<file path="src/include/ises_pkg.sv">
// constants and types shared by the status event register bank
package ises_pkg;

  // register widths
  localparam int STD_W = 8;
  localparam int REG_W = 16;

  // standard event bit positions
  localparam int STD_DONE_BIT = 0;
  localparam int STD_QERR_BIT = 2;
  localparam int STD_BME_BIT = 3;
  localparam int STD_XERR_BIT = 4;
  localparam int STD_DERR_BIT = 5;
  localparam int STD_UREQ_BIT = 6;
  localparam int STD_PWR_BIT = 7;

  // operation bit positions
  localparam int OPER_MEAS_BIT = 4;
  localparam int OPER_TRIG_BIT = 5;
  localparam int OPER_FILT_BIT = 8;
  localparam int OPER_IDLE_BIT = 10;

  // measurement bit positions
  localparam int MEAS_OVR_BIT = 0;
  localparam int MEAS_LO1_BIT = 1;
  localparam int MEAS_HI1_BIT = 2;
  localparam int MEAS_LO2_BIT = 3;
  localparam int MEAS_HI2_BIT = 4;
  localparam int MEAS_RDY_BIT = 5;
  localparam int MEAS_NTF_BIT = 6;
  localparam int MEAS_AVL_BIT = 7;
  localparam int MEAS_HALF_BIT = 8;
  localparam int MEAS_BFL_BIT = 9;
  localparam int MEAS_WRAP_BIT = 10;
  localparam int MEAS_HWL_BIT = 11;
  localparam int MEAS_QTR_BIT = 12;
  localparam int MEAS_TQTR_BIT = 13;
  localparam int MEAS_MLIM_BIT = 14;

  // questionable bit positions
  localparam int QUES_TEMP_BIT = 4;
  localparam int QUES_CAL_BIT = 8;
  localparam int QUES_WARN_BIT = 14;

  // reset values, completion answer word and thresholds
  localparam logic [STD_W-1:0] STD_ZERO = 8'h00;
  localparam logic [REG_W-1:0] REG_ZERO = 16'h0000;
  localparam logic [REG_W-1:0] CMPL_DONE_WORD = 16'h0001;
  localparam logic [REG_W-1:0] BUF_AVAIL_MIN = 16'h0002;
  localparam logic [REG_W-1:0] BUF_QUARTER_MIN = 16'h0004;

  // status query and program commands
  typedef enum logic [4:0] {
    ISES_CMD_NONE,
    ISES_RD_STD_EVENT,
    ISES_RD_OPER_EVENT,
    ISES_RD_MEAS_EVENT,
    ISES_RD_QUES_EVENT,
    ISES_RD_OPER_COND,
    ISES_RD_MEAS_COND,
    ISES_RD_QUES_COND,
    ISES_WR_STD_EN,
    ISES_RD_STD_EN,
    ISES_WR_OPER_EN,
    ISES_RD_OPER_EN,
    ISES_WR_MEAS_EN,
    ISES_RD_MEAS_EN,
    ISES_WR_QUES_EN,
    ISES_RD_QUES_EN,
    ISES_CLEAR_STATUS,
    ISES_STATUS_PRESET,
    ISES_DONE_QUERY,
    ISES_WR_NOTIFY,
    ISES_RD_NOTIFY
  } ises_cmd_t;

endpackage

</file>
<file path="src/hw/ises_top.sv">
// status event register bank: four event sets with query port
`timescale 1ns/1ps
module ises_top
  import ises_pkg::*;
(
  // clock and reset
  input wire logic i_sys_clk,
  input wire logic i_rst_n,
  // command port
  input wire logic i_cmd_valid,
  input wire ises_cmd_t i_cmd,
  input wire logic [REG_W-1:0] i_cmd_data,
  output logic o_cmd_ready,
  output logic o_rsp_valid,
  output logic [REG_W-1:0] o_rsp_data,
  // standard event sources
  input wire logic i_ops_pending,
  input wire logic i_oq_empty_read,
  input wire logic i_err_scan_resume,
  input wire logic i_err_data_lost,
  input wire logic i_exec_error,
  input wire logic i_err_setup_mismatch,
  input wire logic i_err_card_comm,
  input wire logic i_err_card_unsupported,
  input wire logic i_local_key,
  // operation conditions
  input wire logic i_measuring,
  input wire logic i_waiting_trigger,
  input wire logic i_filter_settled,
  input wire logic i_filter_disabled,
  input wire logic i_idle,
  // reading results
  input wire logic i_reading_done,
  input wire logic i_reading_overflow,
  input wire logic i_low_limit_one,
  input wire logic i_high_limit_one,
  input wire logic i_low_limit_two,
  input wire logic i_high_limit_two,
  input wire logic i_hardware_limit,
  // reading buffer state
  input wire logic [REG_W-1:0] i_buf_count,
  input wire logic [REG_W-1:0] i_buf_size,
  input wire logic i_buf_wrap,
  // questionable sources
  input wire logic i_tc_ref_invalid,
  input wire logic i_cal_bad_at_power_up,
  input wire logic i_cal_success,
  input wire logic i_cmd_param_ignored,
  // summaries and indicator
  output logic o_std_summary,
  output logic o_oper_summary,
  output logic o_meas_summary,
  output logic o_ques_summary,
  output logic o_err_indicator
);

  typedef enum logic {
    ISES_CMPL_IDLE,
    ISES_CMPL_WAIT
  } ises_cmpl_state_t;

  // rising edge of every bit of a condition word
  function automatic logic [REG_W-1:0] rise(
    input logic [REG_W-1:0] cur,
    input logic [REG_W-1:0] prev
  );
    rise = cur & ~prev;
  endfunction

  ises_cmpl_state_t cmpl_q;
  logic cmd_take;
  logic cmpl_done;
  logic local_key_lvl;
  logic local_key_q;
  logic pwr_pending_q;
  logic [STD_W-1:0] std_en_q;
  logic [REG_W-1:0] oper_en_q;
  logic [REG_W-1:0] meas_en_q;
  logic [REG_W-1:0] ques_en_q;
  logic [REG_W-1:0] notify_q;
  logic cal_invalid_q;
  logic rdy_cond_q;
  logic [REG_W-1:0] last_limits_q;
  logic [REG_W-1:0] oper_cond;
  logic [REG_W-1:0] meas_cond;
  logic [REG_W-1:0] ques_cond;
  logic [REG_W-1:0] oper_prev_q;
  logic [REG_W-1:0] meas_prev_q;
  logic [REG_W-1:0] ques_prev_q;
  logic [STD_W-1:0] std_set;
  logic [REG_W-1:0] meas_pulse;
  logic [REG_W-1:0] ques_pulse;
  logic [REG_W-1:0] reading_flags;
  logic [REG_W-1:0] buf_quarter;
  logic [REG_W-1:0] buf_half;
  logic [REG_W-1:0] buf_three_q;
  logic buf_small;
  logic any_limit;
  logic [STD_W-1:0] std_event;
  logic [REG_W-1:0] oper_event;
  logic [REG_W-1:0] meas_event;
  logic [REG_W-1:0] ques_event;
  logic std_sum;
  logic oper_sum;
  logic meas_sum;
  logic ques_sum;
  logic clr_status;
  logic rsp_valid_q;
  logic [REG_W-1:0] rsp_data_q;
  logic std_sum_q;
  logic oper_sum_q;
  logic meas_sum_q;
  logic ques_sum_q;
  logic err_ind_q;

  assign o_cmd_ready = (cmpl_q == ISES_CMPL_IDLE);
  assign cmd_take = i_cmd_valid && o_cmd_ready;
  assign clr_status = cmd_take && (i_cmd == ISES_CLEAR_STATUS);

  // front-panel key arrives from a pin
  ises_sync u_key_sync (
    .i_sys_clk(i_sys_clk),
    .i_rst_n(i_rst_n),
    .i_pin(i_local_key),
    .o_level(local_key_lvl)
  );

  always_ff @(posedge i_sys_clk or negedge i_rst_n) begin
    if (!i_rst_n) begin
      local_key_q <= 1'b0;
    end else begin
      local_key_q <= local_key_lvl;
    end
  end

  // one power-on event after each reset release
  always_ff @(posedge i_sys_clk or negedge i_rst_n) begin
    if (!i_rst_n) begin
      pwr_pending_q <= 1'b1;
    end else begin
      pwr_pending_q <= 1'b0;
    end
  end

  // completion query waits for pending operations
  always_ff @(posedge i_sys_clk or negedge i_rst_n) begin
    if (!i_rst_n) begin
      cmpl_q <= ISES_CMPL_IDLE;
    end else begin
      unique case (cmpl_q)
        ISES_CMPL_IDLE: begin
          if (cmd_take && i_cmd == ISES_DONE_QUERY) begin
            cmpl_q <= ISES_CMPL_WAIT;
          end
        end
        ISES_CMPL_WAIT: begin
          if (!i_ops_pending) begin
            cmpl_q <= ISES_CMPL_IDLE;
          end
        end
      endcase
    end
  end

  assign cmpl_done = (cmpl_q == ISES_CMPL_WAIT) && !i_ops_pending;

  // standard event sources
  always_comb begin
    std_set = STD_ZERO;
    std_set[STD_DONE_BIT] = cmpl_done;
    std_set[STD_QERR_BIT] = i_oq_empty_read;
    std_set[STD_BME_BIT] = i_err_scan_resume | i_err_data_lost;
    std_set[STD_XERR_BIT] = i_exec_error;
    std_set[STD_DERR_BIT] = i_err_setup_mismatch | i_err_card_comm
                            | i_err_card_unsupported;
    std_set[STD_UREQ_BIT] = local_key_lvl & ~local_key_q;
    std_set[STD_PWR_BIT] = pwr_pending_q;
  end

  // enable registers and notify count
  always_ff @(posedge i_sys_clk or negedge i_rst_n) begin
    if (!i_rst_n) begin
      std_en_q <= STD_ZERO;
      oper_en_q <= REG_ZERO;
      meas_en_q <= REG_ZERO;
      ques_en_q <= REG_ZERO;
    end else if (cmd_take) begin
      unique case (i_cmd)
        ISES_WR_STD_EN: std_en_q <= i_cmd_data[STD_W-1:0];
        ISES_WR_OPER_EN: oper_en_q <= i_cmd_data;
        ISES_WR_MEAS_EN: meas_en_q <= i_cmd_data;
        ISES_WR_QUES_EN: ques_en_q <= i_cmd_data;
        ISES_STATUS_PRESET: begin
          oper_en_q <= REG_ZERO;
          meas_en_q <= REG_ZERO;
          ques_en_q <= REG_ZERO;
        end
        default: begin
        end
      endcase
    end
  end

  always_ff @(posedge i_sys_clk or negedge i_rst_n) begin
    if (!i_rst_n) begin
      notify_q <= REG_ZERO;
    end else if (cmd_take && i_cmd == ISES_WR_NOTIFY) begin
      notify_q <= i_cmd_data;
    end
  end

  // operation condition word
  always_comb begin
    oper_cond = REG_ZERO;
    oper_cond[OPER_MEAS_BIT] = i_measuring;
    oper_cond[OPER_TRIG_BIT] = i_waiting_trigger;
    oper_cond[OPER_FILT_BIT] = i_filter_settled | i_filter_disabled;
    oper_cond[OPER_IDLE_BIT] = i_idle;
  end

  // per-reading flags, kept as the last reading's state
  always_comb begin
    reading_flags = REG_ZERO;
    reading_flags[MEAS_OVR_BIT] = i_reading_overflow;
    reading_flags[MEAS_LO1_BIT] = i_low_limit_one;
    reading_flags[MEAS_HI1_BIT] = i_high_limit_one;
    reading_flags[MEAS_LO2_BIT] = i_low_limit_two;
    reading_flags[MEAS_HI2_BIT] = i_high_limit_two;
    reading_flags[MEAS_HWL_BIT] = i_hardware_limit;
    reading_flags[MEAS_MLIM_BIT] = any_limit;
  end

  assign any_limit = i_low_limit_one | i_high_limit_one | i_low_limit_two
                     | i_high_limit_two | i_hardware_limit;

  always_ff @(posedge i_sys_clk or negedge i_rst_n) begin
    if (!i_rst_n) begin
      last_limits_q <= REG_ZERO;
      rdy_cond_q <= 1'b0;
    end else begin
      rdy_cond_q <= i_reading_done;
      if (i_reading_done) begin
        last_limits_q <= reading_flags;
      end
    end
  end

  // buffer fill thresholds
  assign buf_quarter = i_buf_size >> 2;
  assign buf_half = i_buf_size >> 1;
  assign buf_three_q = i_buf_size - buf_quarter;
  assign buf_small = i_buf_size < BUF_QUARTER_MIN;

  always_comb begin
    meas_cond = last_limits_q;
    meas_cond[MEAS_RDY_BIT] = rdy_cond_q;
    meas_cond[MEAS_NTF_BIT] = (notify_q != REG_ZERO)
                              && (i_buf_count >= notify_q);
    meas_cond[MEAS_AVL_BIT] = i_buf_count >= BUF_AVAIL_MIN;
    meas_cond[MEAS_QTR_BIT] = !buf_small
                              && (i_buf_count >= buf_quarter);
    meas_cond[MEAS_HALF_BIT] = (i_buf_size != REG_ZERO)
                               && (i_buf_count >= buf_half);
    meas_cond[MEAS_TQTR_BIT] = !buf_small
                               && (i_buf_count >= buf_three_q);
    meas_cond[MEAS_BFL_BIT] = (i_buf_size != REG_ZERO)
                              && (i_buf_count >= i_buf_size);
  end

  // each reading sets its own bits, even when repeated
  always_comb begin
    meas_pulse = i_reading_done ? reading_flags : REG_ZERO;
    meas_pulse[MEAS_RDY_BIT] = i_reading_done;
    meas_pulse[MEAS_WRAP_BIT] = i_buf_wrap;
  end

  // calibration fault holds until a good calibration
  always_ff @(posedge i_sys_clk or negedge i_rst_n) begin
    if (!i_rst_n) begin
      cal_invalid_q <= 1'b0;
    end else if (i_cal_bad_at_power_up) begin
      cal_invalid_q <= 1'b1;
    end else if (i_cal_success) begin
      cal_invalid_q <= 1'b0;
    end
  end

  always_comb begin
    ques_cond = REG_ZERO;
    ques_cond[QUES_TEMP_BIT] = i_tc_ref_invalid;
    ques_cond[QUES_CAL_BIT] = cal_invalid_q;
    ques_pulse = REG_ZERO;
    ques_pulse[QUES_WARN_BIT] = i_cmd_param_ignored;
  end

  // previous conditions for edge detection
  always_ff @(posedge i_sys_clk or negedge i_rst_n) begin
    if (!i_rst_n) begin
      oper_prev_q <= REG_ZERO;
      meas_prev_q <= REG_ZERO;
      ques_prev_q <= REG_ZERO;
    end else begin
      oper_prev_q <= oper_cond;
      meas_prev_q <= meas_cond;
      ques_prev_q <= ques_cond;
    end
  end

  // the four event sets
  ises_event_set #(
    .W(STD_W)
  ) u_std (
    .i_sys_clk(i_sys_clk),
    .i_rst_n(i_rst_n),
    .i_set(std_set),
    .i_clr(clr_status || (cmd_take && i_cmd == ISES_RD_STD_EVENT)),
    .i_enable(std_en_q),
    .o_event(std_event),
    .o_summary(std_sum)
  );

  ises_event_set #(
    .W(REG_W)
  ) u_oper (
    .i_sys_clk(i_sys_clk),
    .i_rst_n(i_rst_n),
    .i_set(rise(oper_cond, oper_prev_q)),
    .i_clr(clr_status || (cmd_take && i_cmd == ISES_RD_OPER_EVENT)),
    .i_enable(oper_en_q),
    .o_event(oper_event),
    .o_summary(oper_sum)
  );

  ises_event_set #(
    .W(REG_W)
  ) u_meas (
    .i_sys_clk(i_sys_clk),
    .i_rst_n(i_rst_n),
    .i_set(rise(meas_cond, meas_prev_q) | meas_pulse),
    .i_clr(clr_status || (cmd_take && i_cmd == ISES_RD_MEAS_EVENT)),
    .i_enable(meas_en_q),
    .o_event(meas_event),
    .o_summary(meas_sum)
  );

  ises_event_set #(
    .W(REG_W)
  ) u_ques (
    .i_sys_clk(i_sys_clk),
    .i_rst_n(i_rst_n),
    .i_set(rise(ques_cond, ques_prev_q) | ques_pulse),
    .i_clr(clr_status || (cmd_take && i_cmd == ISES_RD_QUES_EVENT)),
    .i_enable(ques_en_q),
    .o_event(ques_event),
    .o_summary(ques_sum)
  );

  // read answers one cycle after the command; completion answer once operations are no longer pending
  always_ff @(posedge i_sys_clk or negedge i_rst_n) begin
    if (!i_rst_n) begin
      rsp_valid_q <= 1'b0;
      rsp_data_q <= REG_ZERO;
    end else begin
      rsp_valid_q <= 1'b0;
      if (cmpl_done) begin
        rsp_valid_q <= 1'b1;
        rsp_data_q <= CMPL_DONE_WORD;
      end else if (cmd_take) begin
        rsp_valid_q <= 1'b1;
        unique case (i_cmd)
          ISES_RD_STD_EVENT: rsp_data_q <= {{(REG_W-STD_W){1'b0}}, std_event};
          ISES_RD_OPER_EVENT: rsp_data_q <= oper_event;
          ISES_RD_MEAS_EVENT: rsp_data_q <= meas_event;
          ISES_RD_QUES_EVENT: rsp_data_q <= ques_event;
          ISES_RD_OPER_COND: rsp_data_q <= oper_cond;
          ISES_RD_MEAS_COND: rsp_data_q <= meas_cond;
          ISES_RD_QUES_COND: rsp_data_q <= ques_cond;
          ISES_RD_STD_EN: rsp_data_q <= {{(REG_W-STD_W){1'b0}}, std_en_q};
          ISES_RD_OPER_EN: rsp_data_q <= oper_en_q;
          ISES_RD_MEAS_EN: rsp_data_q <= meas_en_q;
          ISES_RD_QUES_EN: rsp_data_q <= ques_en_q;
          ISES_RD_NOTIFY: rsp_data_q <= notify_q;
          default: rsp_valid_q <= 1'b0;
        endcase
      end
    end
  end

  // registered summaries and indicator
  always_ff @(posedge i_sys_clk or negedge i_rst_n) begin
    if (!i_rst_n) begin
      std_sum_q <= 1'b0;
      oper_sum_q <= 1'b0;
      meas_sum_q <= 1'b0;
      ques_sum_q <= 1'b0;
      err_ind_q <= 1'b0;
    end else begin
      std_sum_q <= std_sum;
      oper_sum_q <= oper_sum;
      meas_sum_q <= meas_sum;
      ques_sum_q <= ques_sum;
      err_ind_q <= (|ques_cond) | ques_event[QUES_WARN_BIT];
    end
  end

  assign o_rsp_valid = rsp_valid_q;
  assign o_rsp_data = rsp_data_q;
  assign o_std_summary = std_sum_q;
  assign o_oper_summary = oper_sum_q;
  assign o_meas_summary = meas_sum_q;
  assign o_ques_summary = ques_sum_q;
  assign o_err_indicator = err_ind_q;

endmodule

</file>
<file path="src/hw/ises_sync.sv">
// two-stage synchroniser for an asynchronous pin level
`timescale 1ns/1ps
module ises_sync (
  // clock and reset
  input wire logic i_sys_clk,
  input wire logic i_rst_n,
  // pin in, synchronised level out
  input wire logic i_pin,
  output logic o_level
);

  logic meta_q;
  logic level_q;

  always_ff @(posedge i_sys_clk or negedge i_rst_n) begin
    if (!i_rst_n) begin
      meta_q <= 1'b0;
      level_q <= 1'b0;
    end else begin
      meta_q <= i_pin;
      level_q <= meta_q;
    end
  end

  assign o_level = level_q;

endmodule

</file>
<file path="src/hw/ises_event_set.sv">
// one latched event register with enable and summary
`timescale 1ns/1ps
module ises_event_set #(
  parameter int W = 16
) (
  // clock and reset
  input wire logic i_sys_clk,
  input wire logic i_rst_n,
  // set pulses, clear and enable
  input wire logic [W-1:0] i_set,
  input wire logic i_clr,
  input wire logic [W-1:0] i_enable,
  // latched bits and summary
  output logic [W-1:0] o_event,
  output logic o_summary
);

  logic [W-1:0] event_q;
  logic [W-1:0] event_d;

  // a set in the clearing cycle survives
  always_comb begin
    event_d = (i_clr ? '0 : event_q) | i_set;
  end

  always_ff @(posedge i_sys_clk or negedge i_rst_n) begin
    if (!i_rst_n) begin
      event_q <= '0;
    end else begin
      event_q <= event_d;
    end
  end

  assign o_event = event_q;
  assign o_summary = |(event_q & i_enable);

endmodule

</file>
<file path="config.mk">
export PLATFORM = sky130hd
export DESIGN_NAME = ises_top
export DESIGN_NICKNAME = d
export VERILOG_FILES = /design/src/include/ises_pkg.sv /design/src/hw/ises_top.sv /design/src/hw/ises_sync.sv /design/src/hw/ises_event_set.sv
export SDC_FILE = /design/constraint.sdc
export NUM_CORES = 1
export LEC_CHECK = 0
export ABC_AREA = 0
export BUFFER_PORTS_ARGS = -buffer_cell sky130_fd_sc_hd__buf_2
export CORE_MARGIN = 3
export CORE_UTILIZATION = 45
export DETAILED_ROUTE_END_ITERATION = 10
export SLEW_MARGIN = 20
export SYNTH_ARGS = -nofsm -noshare
export SYNTH_HDL_FRONTEND = slang
export SYNTH_HIERARCHICAL = 1
export SYNTH_SLANG_ARGS = --single-unit
</file>
<file path="constraint.sdc">
create_clock -name i_sys_clk -period 3.6 [get_ports i_sys_clk]
set_clock_uncertainty 0.15 [all_clocks]
set_input_delay 1.08 -clock i_sys_clk [delete_from_list [all_inputs] [get_ports i_sys_clk]]
set_output_delay 1.08 -clock i_sys_clk [all_outputs]
set_load 0.005 [all_outputs]
</file>
Yosys cells after proc, flatten, opt, wreduce, memory -nomap -nowiden. Index checks and enable logic that the tools add are counted.

Order comparisons: 7. Eq/ne operators: 20. Muxes and demuxes: 19. Bitwise operators: 28. Reduce and logical (&&, ||, !) cells: 39. $add $sub $neg: 1.

Operators by type and width (count): $pmux W16 S12 (1); $pmux W16 S2 (3); $mux W16 (5); $and A16 B16 Y16 (3); $ge A16 B16 Y1 (3); $or A16 B16 Y16 (3); $reduce_or A16 Y1 (3); $eq A5 B4 Y1 const B (8); $or A16 B15 Y16 (2); $reduce_bool A16 Y1 (2); $eq A5 B5 Y1 const B (5); $eq A5 B3 Y1 const B (4); $and A11 B16 Y16 (1); $and A15 B16 Y16 (1); $and A9 B16 Y16 (1); $ge A16 B14 Y1 (1); $ge A16 B15 Y1 (1); $ge A16 B2 Y1 const B (1); $lt A16 B3 Y1 const B (1); $not A11 Y16 (1); $not A15 Y16 (1); $not A9 Y16 (1); $sub A16 B14 Y16 (1); $mux W15 (1); other kinds (19) (60).

Word-level logic and storage cells: 141. Output and inout bits: 23. Bits in registers: 184. Input port bits: 82.

Longest topological paths before layout. Gate-level depths: netlist of the first run.

Depth after elaboration: 7. Mapped depth: 18. Depth with buffers taken out: 18.

Modules after synthesis. The synthesis of the first run kept the hierarchy.

Modules (own cells, without submodules): ises_top (cells an instance 909, area each 8207.9 um^2, times used 1, seq. area each 3154.3 um^2); ises_event_set at u_meas ... (cells an instance 43, area each 630.6 um^2, times used 3, seq. area each 400.4 um^2); ises_event_set at u_std (cells an instance 22, area each 301.5 um^2, times used 1, seq. area each 200.2 um^2); ises_sync (cells an instance 2, area each 50.0 um^2, times used 1, seq. area each 50.0 um^2).

Least setup slack after synthesis of the first run. OpenSTA, ideal clock, no wires.

Kind: input to register. Start point: input i_buf_size[0]. End point: register u_meas.event_q[13], in the netlist u_meas/o_event[13]. Buffers on the path: 0. Stages on the path: 18. Data arrival time: 4134 ps. Required time: 3332 ps. Setup slack: -802 ps. Library setup time: 118 ps. Cell sequence: inv_1 > ha_1 > inv_1 > fa_1 > a21oi_1 > o22ai_1 > o41ai_1 > a21oi_1 > a21oi_1 > xnor2_1 > ha_1 > nand4_1 > inv_1 > nand4_1 > a21oi_1 > a2111oi_0 > nor3_1 > a21o_1.

Longest elaborated chain between the ends: 6. Elaborated cells between the ends (all ways): 8. Those cells by class: add/sub (1); order compare (2); bitwise (3); reduce/logical (2).

RTL lines: start: declaration (RTL line ises_top.sv:42) `input wire logic [REG_W-1:0] i_buf_size,`; $sub A16 B14 Y16 / $lt A16 B3 Y1 (equally long branches) (RTL line ises_top.sv:251, ises_top.sv:252); $ge A16 B16 Y1 / $logic_not A1 Y1 (equally long branches) (RTL line ises_top.sv:265, ises_top.sv:264); $logic_and A1 B1 Y1 * (RTL line ises_top.sv:265) `&& (i_buf_count >= buf_three_q);`; $and A15 B16 Y16 * (RTL line ises_top.sv:67) `rise = cur & ~prev;`; $or A16 B15 Y16 * (RTL line ises_top.sv:339) `.i_set(rise(meas_cond, meas_prev_q) | meas_pulse),`; $or A16 B16 Y16 * (RTL line ises_event_set.sv:23) `event_d = (i_clr ? '0 : event_q) | i_set;`; via u_meas.event_d[13] (RTL line ises_event_set.sv:19) `logic [W-1:0] event_d;`; end signal: assignment (RTL line ises_event_set.sv:30) `event_q <= event_d;`; end: declaration (RTL line ises_event_set.sv:18) `logic [W-1:0] event_q;`.

The timed path passes the listed nets; every way through them passes the cells marked *. A chain may end at the register's enable or synchronous reset.

Final worst setup path of the first run. Ends and elaborated chain as after synthesis.

==> key figures, run 1 <==
Die
  • Initial Utilization: 46.0%
  • Rows: 55
  • I/O pin total: 105
  • Area of the die: 0.0251 mm2
  • Die H: 158 um
  • Die X: 158 um
  • Core area: 0.0227 mm2

Cells and area
  • Non-filler cells, final: 1575
  • Layout Utilization: 56.5%
  • # nets final: 1449
  • Synth-to-Final Area Change: 22.8%
  • Layout cell share with drive strength beyond 1: 23.8%
  • Final instance area: 0.0128 mm2

Routing
  • Residual DRC: 0
  • DRT Wirelength: 34300 um
  • Routed vias/inst: 5.95
  • Antenna Violating Nets Remaining: 0
  • 1st-iter DRT viols: 797
  • DR pass1 iterations: 8
  • Drt wl/cell: 21.8 um
  • Vias: 9371

Worst setup path
  • CP startpoint kind: input pin
  • R2r endpoint: u_meas/o_event[6]
  • Crit path DAT: 4.03 ns
  • FF-to-FF Start: notify_q[2]
  • Critical path depth: 18
  • Crit Path Category: input pin to flop
  • R2R depth: 9
  • Worst Setup EP: u_meas/o_event[13]
  • Slowest stage delay, CP: 0.35 ns
  • Crit path from: i_buf_size[0]
  • Cell mode on critical path: a21oi_2
  • Required time worst endpoint: 3.77 ns
  • Worst path bufs/invs: 4
  • CP endpoint kind: flop
  • Crit-path slowest cell: fa_2
  • CP Max Fanout: 3
  • Worst-path cell chain: buf_12 -> inv_12 -> ha_4 -> inv_2 -> fa_2 -> a21oi_4 -> o22ai_2 -> o41ai_2 -> a21oi_2 -> xnor2_1 -> ha_1 -> and4_4 -> a21oi_2 -> a31oi_2 -> a2111oi_4 -> buf_4 -> nor3_2 -> a21o_1
  • R2r setup slk: 1.27 ns
  • CP top delay family: compound AO/OA/AOI/OAI gates

STA
  • Max Clock Freq: 259 MHz
  • Min cycle time layout: 3.86 ns
  • Hold WS: 0.201 ns
  • Worst-Margin Slew: 1.14 ns
  • Max Slew Vio Count: 0
  • Final Cycle Share: 107%
  • TNS Setup: -0.541 ns
  • Slew Limit Headroom: 23.9%
  • Final Hold Fails: 0
  • Final critical-path setup slack: -0.257 ns
  • RSZ-0062 raised after global routing: true
  • # setup viols final: 3

Synthesis
  • Post-synthesis compound-gate area fraction: 25.2%
  • Count of cell types in the netlist: 78
  • Synth warn: 6
  • Synthesized area: 0.0105 mm2
  • Avg Cell Area, Syn: 9.84 um2
  • Yosys reg bits: 184
  • Largest family of logic cells by synthesized area: compound AO/OA/AOI/OAI gates
  • Register area share after synthesis: 44.1%
  • Primary FF master, synth: dfrtp_1
  • Post-Syn Instances: 1062
  • Synth Area in Simple Gates: 13.1%
  • Post-synth EDFFs: 0
  • Adder-Cell Fraction of Synth Area: 11.1%
  • Multiplexer share of the synthesized area: 1.28%
  • Share of synthesized registers carrying an async set or reset: 100%
  • XOR/XNOR share of the synthesized area: 1.17%

Power
  • Peak VDD IR: 338 uV
  • P_leak: 5.84 nW
  • Power per Cell Area: 463 mW/mm2

Hold path
  • Hold Path Class: flop to flop
  • Critical hold path startpoint: u_key_sync/meta_q

Placed design
  • I/O Buffers: 104
  • DP HPWL: 26600 um
  • Gpl congestion: 0.982
  • Placed cell area: 0.0121 mm2
  • Dpl cells: 1539

Clocking
  • Latest clock arrival within the worst-skew pair: 0.43 ns
  • Clock Tree Buf Depth: 2
  • Num CTS Buffers: 17
  • Clock sinks: 184
  • Post-CTS Hold Buffers: 0
  • Root buf cell: clkbuf_16
  • Clock slew at reported path FFs: 0.07 ns
  • TritonCTS clock tree: done
  • Max H-tree Level: 4

Global routing
  • First-pass GRT wire length: 52200 um
  • Gr usage total: 27.6%
  • Largest net degree at the start of global routing: 73
  • Initial antenna violation count: 3
  • Vias in the first global route: 8969
  • GRT Residual Overflow: 0

Job
  • # Max-Cap Violations: 0

Status
  • Run status: finished, violations left
  • Failing checks: negative setup slack
-- how the worst min path moves through the flow --
stage	end	slack (ns)	depth (start not counted)
after floorplan	u_key_sync/o_level	0.18	0
after global placement	u_key_sync/o_level	0.18	0
after detailed placement	u_key_sync/o_level	0.19	0
after CTS	u_key_sync/o_level	0.20	0
after global routing	u_key_sync/o_level	0.23	0
final	u_key_sync/o_level	0.20	0
-- power by group --
part	internal [mW]	switching, mW
registers	2.36	0.310
clock network	1.05	0.887
logic	0.624	0.709
-- through the flow --
stage / setup slack, ns / power, mW
detailed placement: -0.924 / 3.98
global route: -0.454 / 6.24
floorplan: -0.477 / 3.36
CTS: -0.287 / 5.92
global placement: -0.875 / 3.94
finish: -0.257 / 5.94
-- cell usage in the layout, fill, tap and decap left out, types with 4 or more instances in the layout --
cell type / count
a222oi_1: 13
nor4_1: 11
clkbuf_16: 17
a211oi_1: 8
nor3_1: 14
nand4_1: 15
a22oi_1: 33
inv_1: 53
a221oi_1: 6
a22o_1: 16
buf_2: 102
mux2_2: 11
nor3b_1: 5
nand3_1: 15
o21ai_0: 102
buf_4: 101
or3_1: 6
xnor2_1: 12
and2_1: 5
dfrtp_1: 183
inv_2: 7
a21o_1: 71
ha_1: 86
nand2b_1: 8
conb_1: 28
a21oi_2: 5
a221oi_2: 12
nor2b_1: 18
o21a_1: 4
inv_8: 4
a31oi_1: 11
a21oi_1: 43
nand2_1: 118
nor2_1: 45
o211ai_1: 7
-- per-layer routing --
metal | vias to the layer above | GRT usage (%) | share of wire (%)
li1 | 4362 | - | -
met3 | 90 | 4.68 | 7.0
met4 | 2 | 11.5 | 4.3
met5 | - | 0 | 0.026
met2 | 415 | 46.6 | 48
met1 | 4502 | 35.3 | 40
-- Yosys cell counts, types with 7 or more instances --
master,count,area share [%]
a211oi_1,8,0.57
a21o_1,71,5.1
a21oi_1,49,2.3
a221oi_2,12,1.7
a222oi_1,13,1.2
a22o_1,16,1.3
a22oi_1,33,2.4
a31oi_1,13,0.78
buf_2,15,0.72
clkbuf_1,17,0.61
dfrtp_1,183,44
ha_1,91,11
inv_1,57,2.0
mux2_2,11,1.2
nand2_1,118,4.2
nand2b_1,8,0.48
nand3_1,15,0.72
nand4_1,15,0.90
nor2_1,45,1.6
nor2b_1,18,1.1
nor3_1,16,0.77
nor4_1,11,0.66
o211ai_1,7,0.50
o21ai_0,105,5.0
xnor2_1,12,1.0
-- repair_timing --
| action | 4_1_cts | 5_1_grt |
|---|---|---|
| pin swaps | 13 | 8 |
| endpoints found under the setup margin | 3 | 3 |
| gates resized for setup | 10 | 19 |
| setup buffers | 0 | 2 |
-- area by class of cell --
cell class | instances | area, um2
multi-input combinational | 804 | 5670
sequential | 184 | 4610
clock inverter | 15 | 184
fill | 2072 | 9880
tap | 285 | 357
timing repair buffer | 207 | 1340
antenna | 2 | 5.00
clock buffer | 17 | 425
inverter | 61 | 241
-- cells by family after synthesis --
| kind of cell | count (synthesis) |
|---|---|
| fa+ha+maj | 92 |
| compound gates | 377 |
| mux | 12 |
| flops | 184 |
| other cells | 1 |
| simple gates | 281 |
| xor+xnor | 14 |
| buf+inv | 101 |
-- sequential cells by signal, indices dropped and copies added, names as in the netlist, 8 cells and up --
signal,cells
meas_en_q,16
meas_prev_q,14
notify_q,16
o_rsp_data,16
oper_en_q,16
ques_en_q,16
std_en_q,8
u_meas/o_event,16
u_oper/o_event,16
u_ques/o_event,16
u_std/o_event,8
Note: power is estimated with default switching activity, not from simulation.
==> inputs of run 2 (changes only) <==
--- a/config.mk
+++ b/config.mk
@@ -5,11 +5,11 @@
 export SDC_FILE = /design/constraint.sdc
 export NUM_CORES = 1
 export LEC_CHECK = 0
-export ABC_AREA = 0
 export BUFFER_PORTS_ARGS = -buffer_cell sky130_fd_sc_hd__buf_2
 export CORE_MARGIN = 3
 export CORE_UTILIZATION = 45
 export DETAILED_ROUTE_END_ITERATION = 10
+export HOLD_SLACK_MARGIN = 0.15
 export SLEW_MARGIN = 20
 export SYNTH_ARGS = -nofsm -noshare
 export SYNTH_HDL_FRONTEND = slang
==> constraint.sdc (replaced) <==
create_clock -name i_sys_clk -period 4.9 [get_ports i_sys_clk]
set_clock_uncertainty 0.15 [all_clocks]
set_input_delay 1.47 -clock i_sys_clk [delete_from_list [all_inputs] [get_ports i_sys_clk]]
set_output_delay 1.47 -clock i_sys_clk [all_outputs]
set_load 0.005 [all_outputs]
==> run 2 against run 1 <==
Effect of this change: the flow now finishes without violations; total power down 29%; clock-buffer cell count unchanged; clock power down 31%; non-clock buffer count decreased by 67; combinational power is 33% lower; via count fell by 4.7%; sequential cell count stayed put; sequential power decreased by 27%; utilization is 3.2 points lower; final cell count down 4.4%; sequential share of layout area is 2.2 points higher; critical path depth up 3; critical endpoint unchanged; highest routed layer unchanged.
==> key figures, run 2 (same netlist as run 1, synthesis figures left out) <==
Status
  • Run status: complete, no violations

Worst setup path
  • Worst path bufs/invs: 6
  • R2R depth: 4
  • Required time worst endpoint: 5.08 ns
  • Worst Setup EP: u_meas/o_event[13]
  • CP endpoint kind: flop
  • CP startpoint kind: input pin
  • Worst-path cell chain: buf_2 -> inv_1 -> ha_1 -> inv_1 -> fa_1 -> a21oi_2 -> o22ai_1 -> o41ai_1 -> buf_4 -> a21oi_1 -> a21oi_1 -> xnor2_1 -> ha_1 -> nand4_1 -> inv_1 -> nand4_1 -> a21oi_1 -> a2111oi_2 -> buf_4 -> nor3_1 -> a21o_1
  • CP top delay family: compound AO/OA/AOI/OAI gates
  • CP Max Fanout: 3
  • R2r setup slk: 2.29 ns
  • Critical path depth: 21
  • Crit path from: i_buf_size[0]
  • Slowest stage delay, CP: 0.39 ns
  • Crit-path slowest cell: fa_1
  • FF-to-FF Start: cmpl_q
  • R2r endpoint: ques_en_q[11]
  • Crit path DAT: 4.76 ns
  • Crit Path Category: input pin to flop

STA
  • RSZ-0062 raised after global routing: false
  • Max Clock Freq: 218 MHz
  • Final Cycle Share: 93.5%
  • Hold WS: 0.200 ns
  • Min cycle time layout: 4.58 ns
  • # setup viols final: 0
  • Final Hold Fails: 0
  • Max Slew Vio Count: 0
  • Slew Limit Headroom: 30.1%
  • Final critical-path setup slack: 0.320 ns
  • Worst-Margin Slew: 1.05 ns

Cells and area
  • Synth-to-Final Area Change: 15.8%
  • Area of the multi-input gates: 0.00553 mm2
  • Most frequent cells in the layout: dfrtp_1 (183), nand2_1 (118), o21ai_0 (105)
  • Fill cells: 2108
  • Final instance area: 0.0121 mm2
  • # nets final: 1382
  • Layout cell share with drive strength beyond 1: 17.5%
  • Most common cell after layout, fill and taps aside: dfrtp_1
  • Register area: 0.00461 mm2

Clocking
  • TritonCTS clock tree: done
  • Latest clock arrival within the worst-skew pair: 0.44 ns
  • Clock Tree Buf Depth: 2
  • Clock slew at reported path FFs: 0.07 ns
  • Postcts setup bufs: 0
  • Clock sinks: 184
  • Max H-tree Level: 4
  • Root buf cell: clkbuf_16
  • Num CTS Buffers: 17

Power
  • P_leak: 5.47 nW
  • Combinational Power Share: 21.3%
  • Net Sw Frac: 32.2%
  • Sequential share of power: 46.7%
  • Peak VDD IR: 255 uV
  • Design internal power: 2.84 mW
  • Switch Pwr: 1.35 mW
  • Clk pwr share: 32.0%
  • Power per Cell Area: 346 mW/mm2

Routing
  • Vias: 8927
  • DRT Wirelength: 33300 um
  • Met3 WL: 2060 um
  • DR top layer: met5
  • Routed vias/inst: 5.93
  • DR pass1 iterations: 6
  • Wire length on met1: 13900 um
  • Antenna Violating Nets Remaining: 0
  • Drt wl/cell: 22.1 um
  • 1st-iter DRT viols: 627
  • WL met2: 15800 um
  • Residual DRC: 0

Global routing
  • Largest net degree at the start of global routing: 90
  • GRT Residual Overflow: 0
  • Initial antenna violation count: 3
  • Gr usage total: 27.1%
  • First-pass GRT wire length: 51100 um
  • Vias in the first global route: 8758

Job
  • # Max-Cap Violations: 0

Die
  • Initial Utilization: 46.0%
  • Die X: 158 um
  • Core area: 0.0227 mm2
  • I/O pin total: 105
  • Die H: 158 um
  • Area of the die: 0.0251 mm2
  • Rows: 55

Hold path
  • Hold path depth: 0
  • Hold Path Class: flop to flop

Placed design
  • Gpl congestion: 0.975
  • Placed cell area: 0.0115 mm2
  • I/O Buffers: 104
  • DP HPWL: 25700 um
  • Setup WS pre-CTS: -0.379 ns
## run 2: cell count changes in the layout (fill, tap and decap cells not counted), moves of 4 or more
cell | previous run | this run
a21oi_2 | 5 | 1
ha_1 | 86 | 91
a21oi_1 | 43 | 48
inv_1 | 53 | 57
buf_4 | 101 | 35
## run 2: per-stage QoR
step	power [mW]	TNS, ns	utilization (%)	cells
CTS	4.19	0	53.2	1505
finish	4.19	0	53.3	1506
floorplan	2.46	0	-	1089
detailed placement	2.86	-0.904	50.8	1474
global placement	2.84	-0.617	50.8	1474
global route	4.40	0	53.3	1505
## run 2: what timing repair did
action | 4_1_cts | 5_1_grt
endpoints found under the hold margin | 0 | 0
resized for setup | 0 | 3
endpoints found under the setup margin | 0 | 3
hold buffers | 0 | 0
## run 2: final cells by class
class / instances / share of cell area [%]
Tap cell: 285 / 2.95
Multi-Input combinational cell: 804 / 45.7
Inverter: 61 / 1.89
Clock inverter: 14 / 1.13
Antenna cell: 1 / 0.0207
Sequential cell: 184 / 38.1
Clock buffer: 17 / 3.52
Timing Repair Buffer: 140 / 6.71
## run 2: worst min-delay path by stage
stage                      startpoint                 end  slack (ns)
floorplan           u_key_sync/meta_q  u_key_sync/o_level        0.18
global placement    u_key_sync/meta_q  u_key_sync/o_level        0.18
detailed placement  u_key_sync/meta_q  u_key_sync/o_level        0.19
CTS                 u_key_sync/meta_q  u_key_sync/o_level        0.20
global route        u_key_sync/meta_q  u_key_sync/o_level        0.21
finish              u_key_sync/meta_q  u_key_sync/o_level        0.20
## run 2: worst reg2reg max path: stages, from the launching register on
cell and delay [ns]:
dfrtp_1 0.41, nor2b_1 0.68, nand2_1 0.82, nand2_1 0.27, o21ai_0 0.12
## run 2: power by group through the flow
| stage | clock network (mW) | logic, mW | registers [mW] |
|---|---|---|---|
| CTS | 1.35 | 0.888 | 1.95 |
| floorplan | 0 | 0.576 | 1.89 |
| global placement | 0 | 0.867 | 1.97 |
| global route | 1.41 | 1.01 | 1.97 |
| finish | 1.34 | 0.892 | 1.96 |
| detailed placement | 0 | 0.884 | 1.98 |
## run 2: per-layer routing
metal / vias to the layer above / track usage (%)
met5: - / 0
met4: 6 / 11.8
met3: 81 / 4.48
met2: 320 / 44.8
met1: 4311 / 35.2
li1: 4209 / -
==> inputs of run 3 (changes only) <==
--- a/config.mk
+++ b/config.mk
@@ -10,8 +10,8 @@
 export CORE_UTILIZATION = 45
 export DETAILED_ROUTE_END_ITERATION = 10
 export HOLD_SLACK_MARGIN = 0.15
+export MAX_ROUTING_LAYER = met4
 export SLEW_MARGIN = 20
 export SYNTH_ARGS = -nofsm -noshare
 export SYNTH_HDL_FRONTEND = slang
-export SYNTH_HIERARCHICAL = 1
 export SYNTH_SLANG_ARGS = --single-unit
==> run 3 against run 2 <==
Effect of this change: utilization increased by 0.38 points; synthesized cell count is 12% lower; via count decreased by 12%.
==> key figures, run 3 <==
Status
  • Run status: complete, no violations

Synthesis
  • Post-Syn Instances: 937
  • Post-synth EDFFs: 0
  • Synth warn: 0
  • Yosys reg bits: 157
  • Top cells by count, synth: dfrtp_1 (156), nand2_1 (138), o21ai_0 (100), ha_1 (91), inv_1 (55)
  • Register area share after synthesis: 43.2%
  • Count of cell types in the netlist: 70
  • Avg Cell Area, Syn: 9.72 um2
  • Top-count cell post-synth: dfrtp_1
  • Area share of the largest cell type after synthesis: 42.9%
  • Primary FF master, synth: dfrtp_1
  • Syn Nets: 1111
  • Area leader, netlist: dfrtp_1
  • Share of synthesized registers carrying an async set or reset: 100%
  • Synth top area cells: dfrtp_1 (43%), ha_1 (13%), nand2_1 (5.7%)
  • Synthesized area: 0.00911 mm2

Clocking
  • Post_cts resized: 0
  • Post-CTS Hold Buffers: 0
  • Clock Tree Buf Depth: 2
  • Clock sinks: 157
  • Clock slew at reported path FFs: 0.07 ns
  • TritonCTS clock tree: done
  • Postcts setup bufs: 0
  • Max H-tree Level: 4
  • Latest clock arrival within the worst-skew pair: 0.44 ns
  • Root buf cell: clkbuf_16
  • Num CTS Buffers: 17

Cells and area
  • Layout cell share with drive strength beyond 1: 17.3%
  • # nets final: 1220
  • Most frequent cells in the layout: dfrtp_1 (156), nand2_1 (138), buf_2 (103)
  • Synth-to-Final Area Change: 15.8%
  • Most common cell after layout, fill and taps aside: dfrtp_1
  • Fill cells: 1885

Worst setup path
  • Crit-path slowest cell: fa_1
  • Worst-path cell chain: buf_2 -> inv_1 -> ha_1 -> inv_1 -> fa_1 -> a211o_1 -> o211ai_1 -> a21oi_1 -> o21ai_0 -> mux2i_1 -> nand3_1 -> ha_1 -> a21oi_1 -> nand2_1 -> a221oi_1 -> nor2_1 -> nor2_1 -> o21ai_0
  • CP startpoint kind: input pin
  • CP top delay family: compound AO/OA/AOI/OAI gates
  • Slowest stage delay, CP: 0.42 ns
  • CP Max Fanout: 3
  • Crit path DAT: 4.65 ns
  • Crit Path Category: input pin to flop
  • Worst path bufs/invs: 3
  • Required time worst endpoint: 5.06 ns
  • CP endpoint kind: flop

Global routing
  • Initial antenna violation count: 3
  • Vias in the first global route: 7611
  • First-pass GRT wire length: 43200 um
  • GRT Residual Overflow: 0
  • Gr usage total: 26.4%
  • Largest net degree at the start of global routing: 86

Die
  • Initial Utilization: 46.3%
  • Rows: 51
  • I/O pin total: 105
  • Core area: 0.0197 mm2
  • Die X: 148 um
  • Die H: 148 um
  • Area of the die: 0.0220 mm2

Job
  • # Max-Cap Violations: 0

Routing
  • Residual DRC: 0
  • 1st-iter DRT viols: 538
  • DR pass1 iterations: 7
  • Drt wl/cell: 21.0 um
  • DRT Wirelength: 27900 um
  • Vias: 7855
  • Antenna Violating Nets Remaining: 0
  • Routed vias/inst: 5.92

STA
  • Min cycle time layout: 4.49 ns
  • Max Slew Vio Count: 0
  • # setup viols final: 0
  • Max Clock Freq: 223 MHz
  • Worst-Margin Slew: 1.10 ns
  • TNS Setup: 0 ns
  • Final Cycle Share: 91.7%
  • RSZ-0062 raised after global routing: false
  • Hold WS: 0.234 ns
  • Final Hold Fails: 0
  • Slew Limit Headroom: 26.6%

Power
  • Peak VDD IR: 234 uV
  • P_leak: 4.99 nW
  • Power Total: 3.78 mW
  • Power per Cell Area: 359 mW/mm2

Placed design
  • Gpl congestion: 0.890
  • DP HPWL: 20900 um
  • I/O Buffers: 104

Hold path
  • Hold Path Class: flop to flop
==> run 3: cell types whose count changed after synthesis, moves of 6 or more <==
cell	previous run	this run
a221o_1	1	7
xor2_1	2	8
a21oi_1	49	33
a21o_1	71	18
dfrtp_1	183	156
nand2_1	118	138
nor2_1	45	30
a221oi_1	6	13
a221oi_2	12	0
or4_1	2	8
xnor2_1	12	6
a31oi_1	13	2
==> run 3: power by group <==
part           leakage [nW]  total [mW]  switching, mW  internal (mW)
combinational          2.87       0.778          0.443          0.335
sequential             1.83        1.69          0.178           1.51
clock                 0.287        1.31          0.584          0.730
==> run 3: kinds of logic after synthesis <==
kind of cell | after synthesis | share of synthesized area (%)
mux | 20 | 2.54
compound gates | 284 | 21.2
fa+ha+maj | 92 | 12.7
simple gates | 280 | 14.9
xor+xnor | 14 | 1.35
buf+inv | 89 | 4.09
other cells | 1 | 0.0412
flops | 157 | 43.2
==> run 3: path summary, 6_finish.rpt <==
kind | to | cells after the start | slack (ns) | from
setup / recovery | o_rsp_data[13] | 18 | 0.41 | i_buf_size[0]
hold / removal | u_key_sync.o_level | 0 | 0.23 | u_key_sync.meta_q
setup reg to reg | o_rsp_data[13] | 7 | 2.57 | cmpl_q
hold reg to reg | u_key_sync.o_level | 0 | 0.23 | u_key_sync.meta_q
max in group asynchronous | pwr_pending_q | 2 | 2.73 | i_rst_n
min in group asynchronous | oper_en_q[11] | 1 | 0.94 | i_rst_n
==> run 3: final cells by class <==
class	instances	area, um2	share of cell area, %
Multi-Input combinational cell	691	4810	45.6
Antenna cell	3	7.51	0.0712
Timing Repair Buffer	124	677	6.42
Clock buffer	18	439	4.16
Inverter	55	206	1.96
Clock inverter	14	144	1.36
Sequential cell	157	3930	37.3
Tap cell	265	332	3.14
==> run 3: metrics by stage <==
| step | cells | utilization (%) | instance area [um2] | setup slack, ns |
|---|---|---|---|---|
| 6_report | 1327 | 53.7 | 10500 | 0.406 |
| 5_1_grt | 1327 | 53.7 | 10500 | 0.0843 |
| 4_1_cts | 1324 | 53.6 | 10500 | 0.446 |
| 3_5_place_dp | 1292 | 50.7 | 9960 | -0.0223 |
| 3_3_place_gp | 1292 | 50.7 | 9960 | 0.102 |
| 2_1_floorplan | 937 | - | 9110 | 0.486 |
==> run 3: per-layer routing <==
metal | share of wire [%] | global-route usage (%) | vias up | wire length [um]
li1 | - | - | 3698 | -
met1 | 43 | 33.5 | 3828 | 12000
met2 | 48 | 42.0 | 260 | 13400
met3 | 5.4 | 5.09 | 69 | 1510
met4 | 3.6 | 10.5 | 0 | 1010
met5 | 0 | - | - | 0
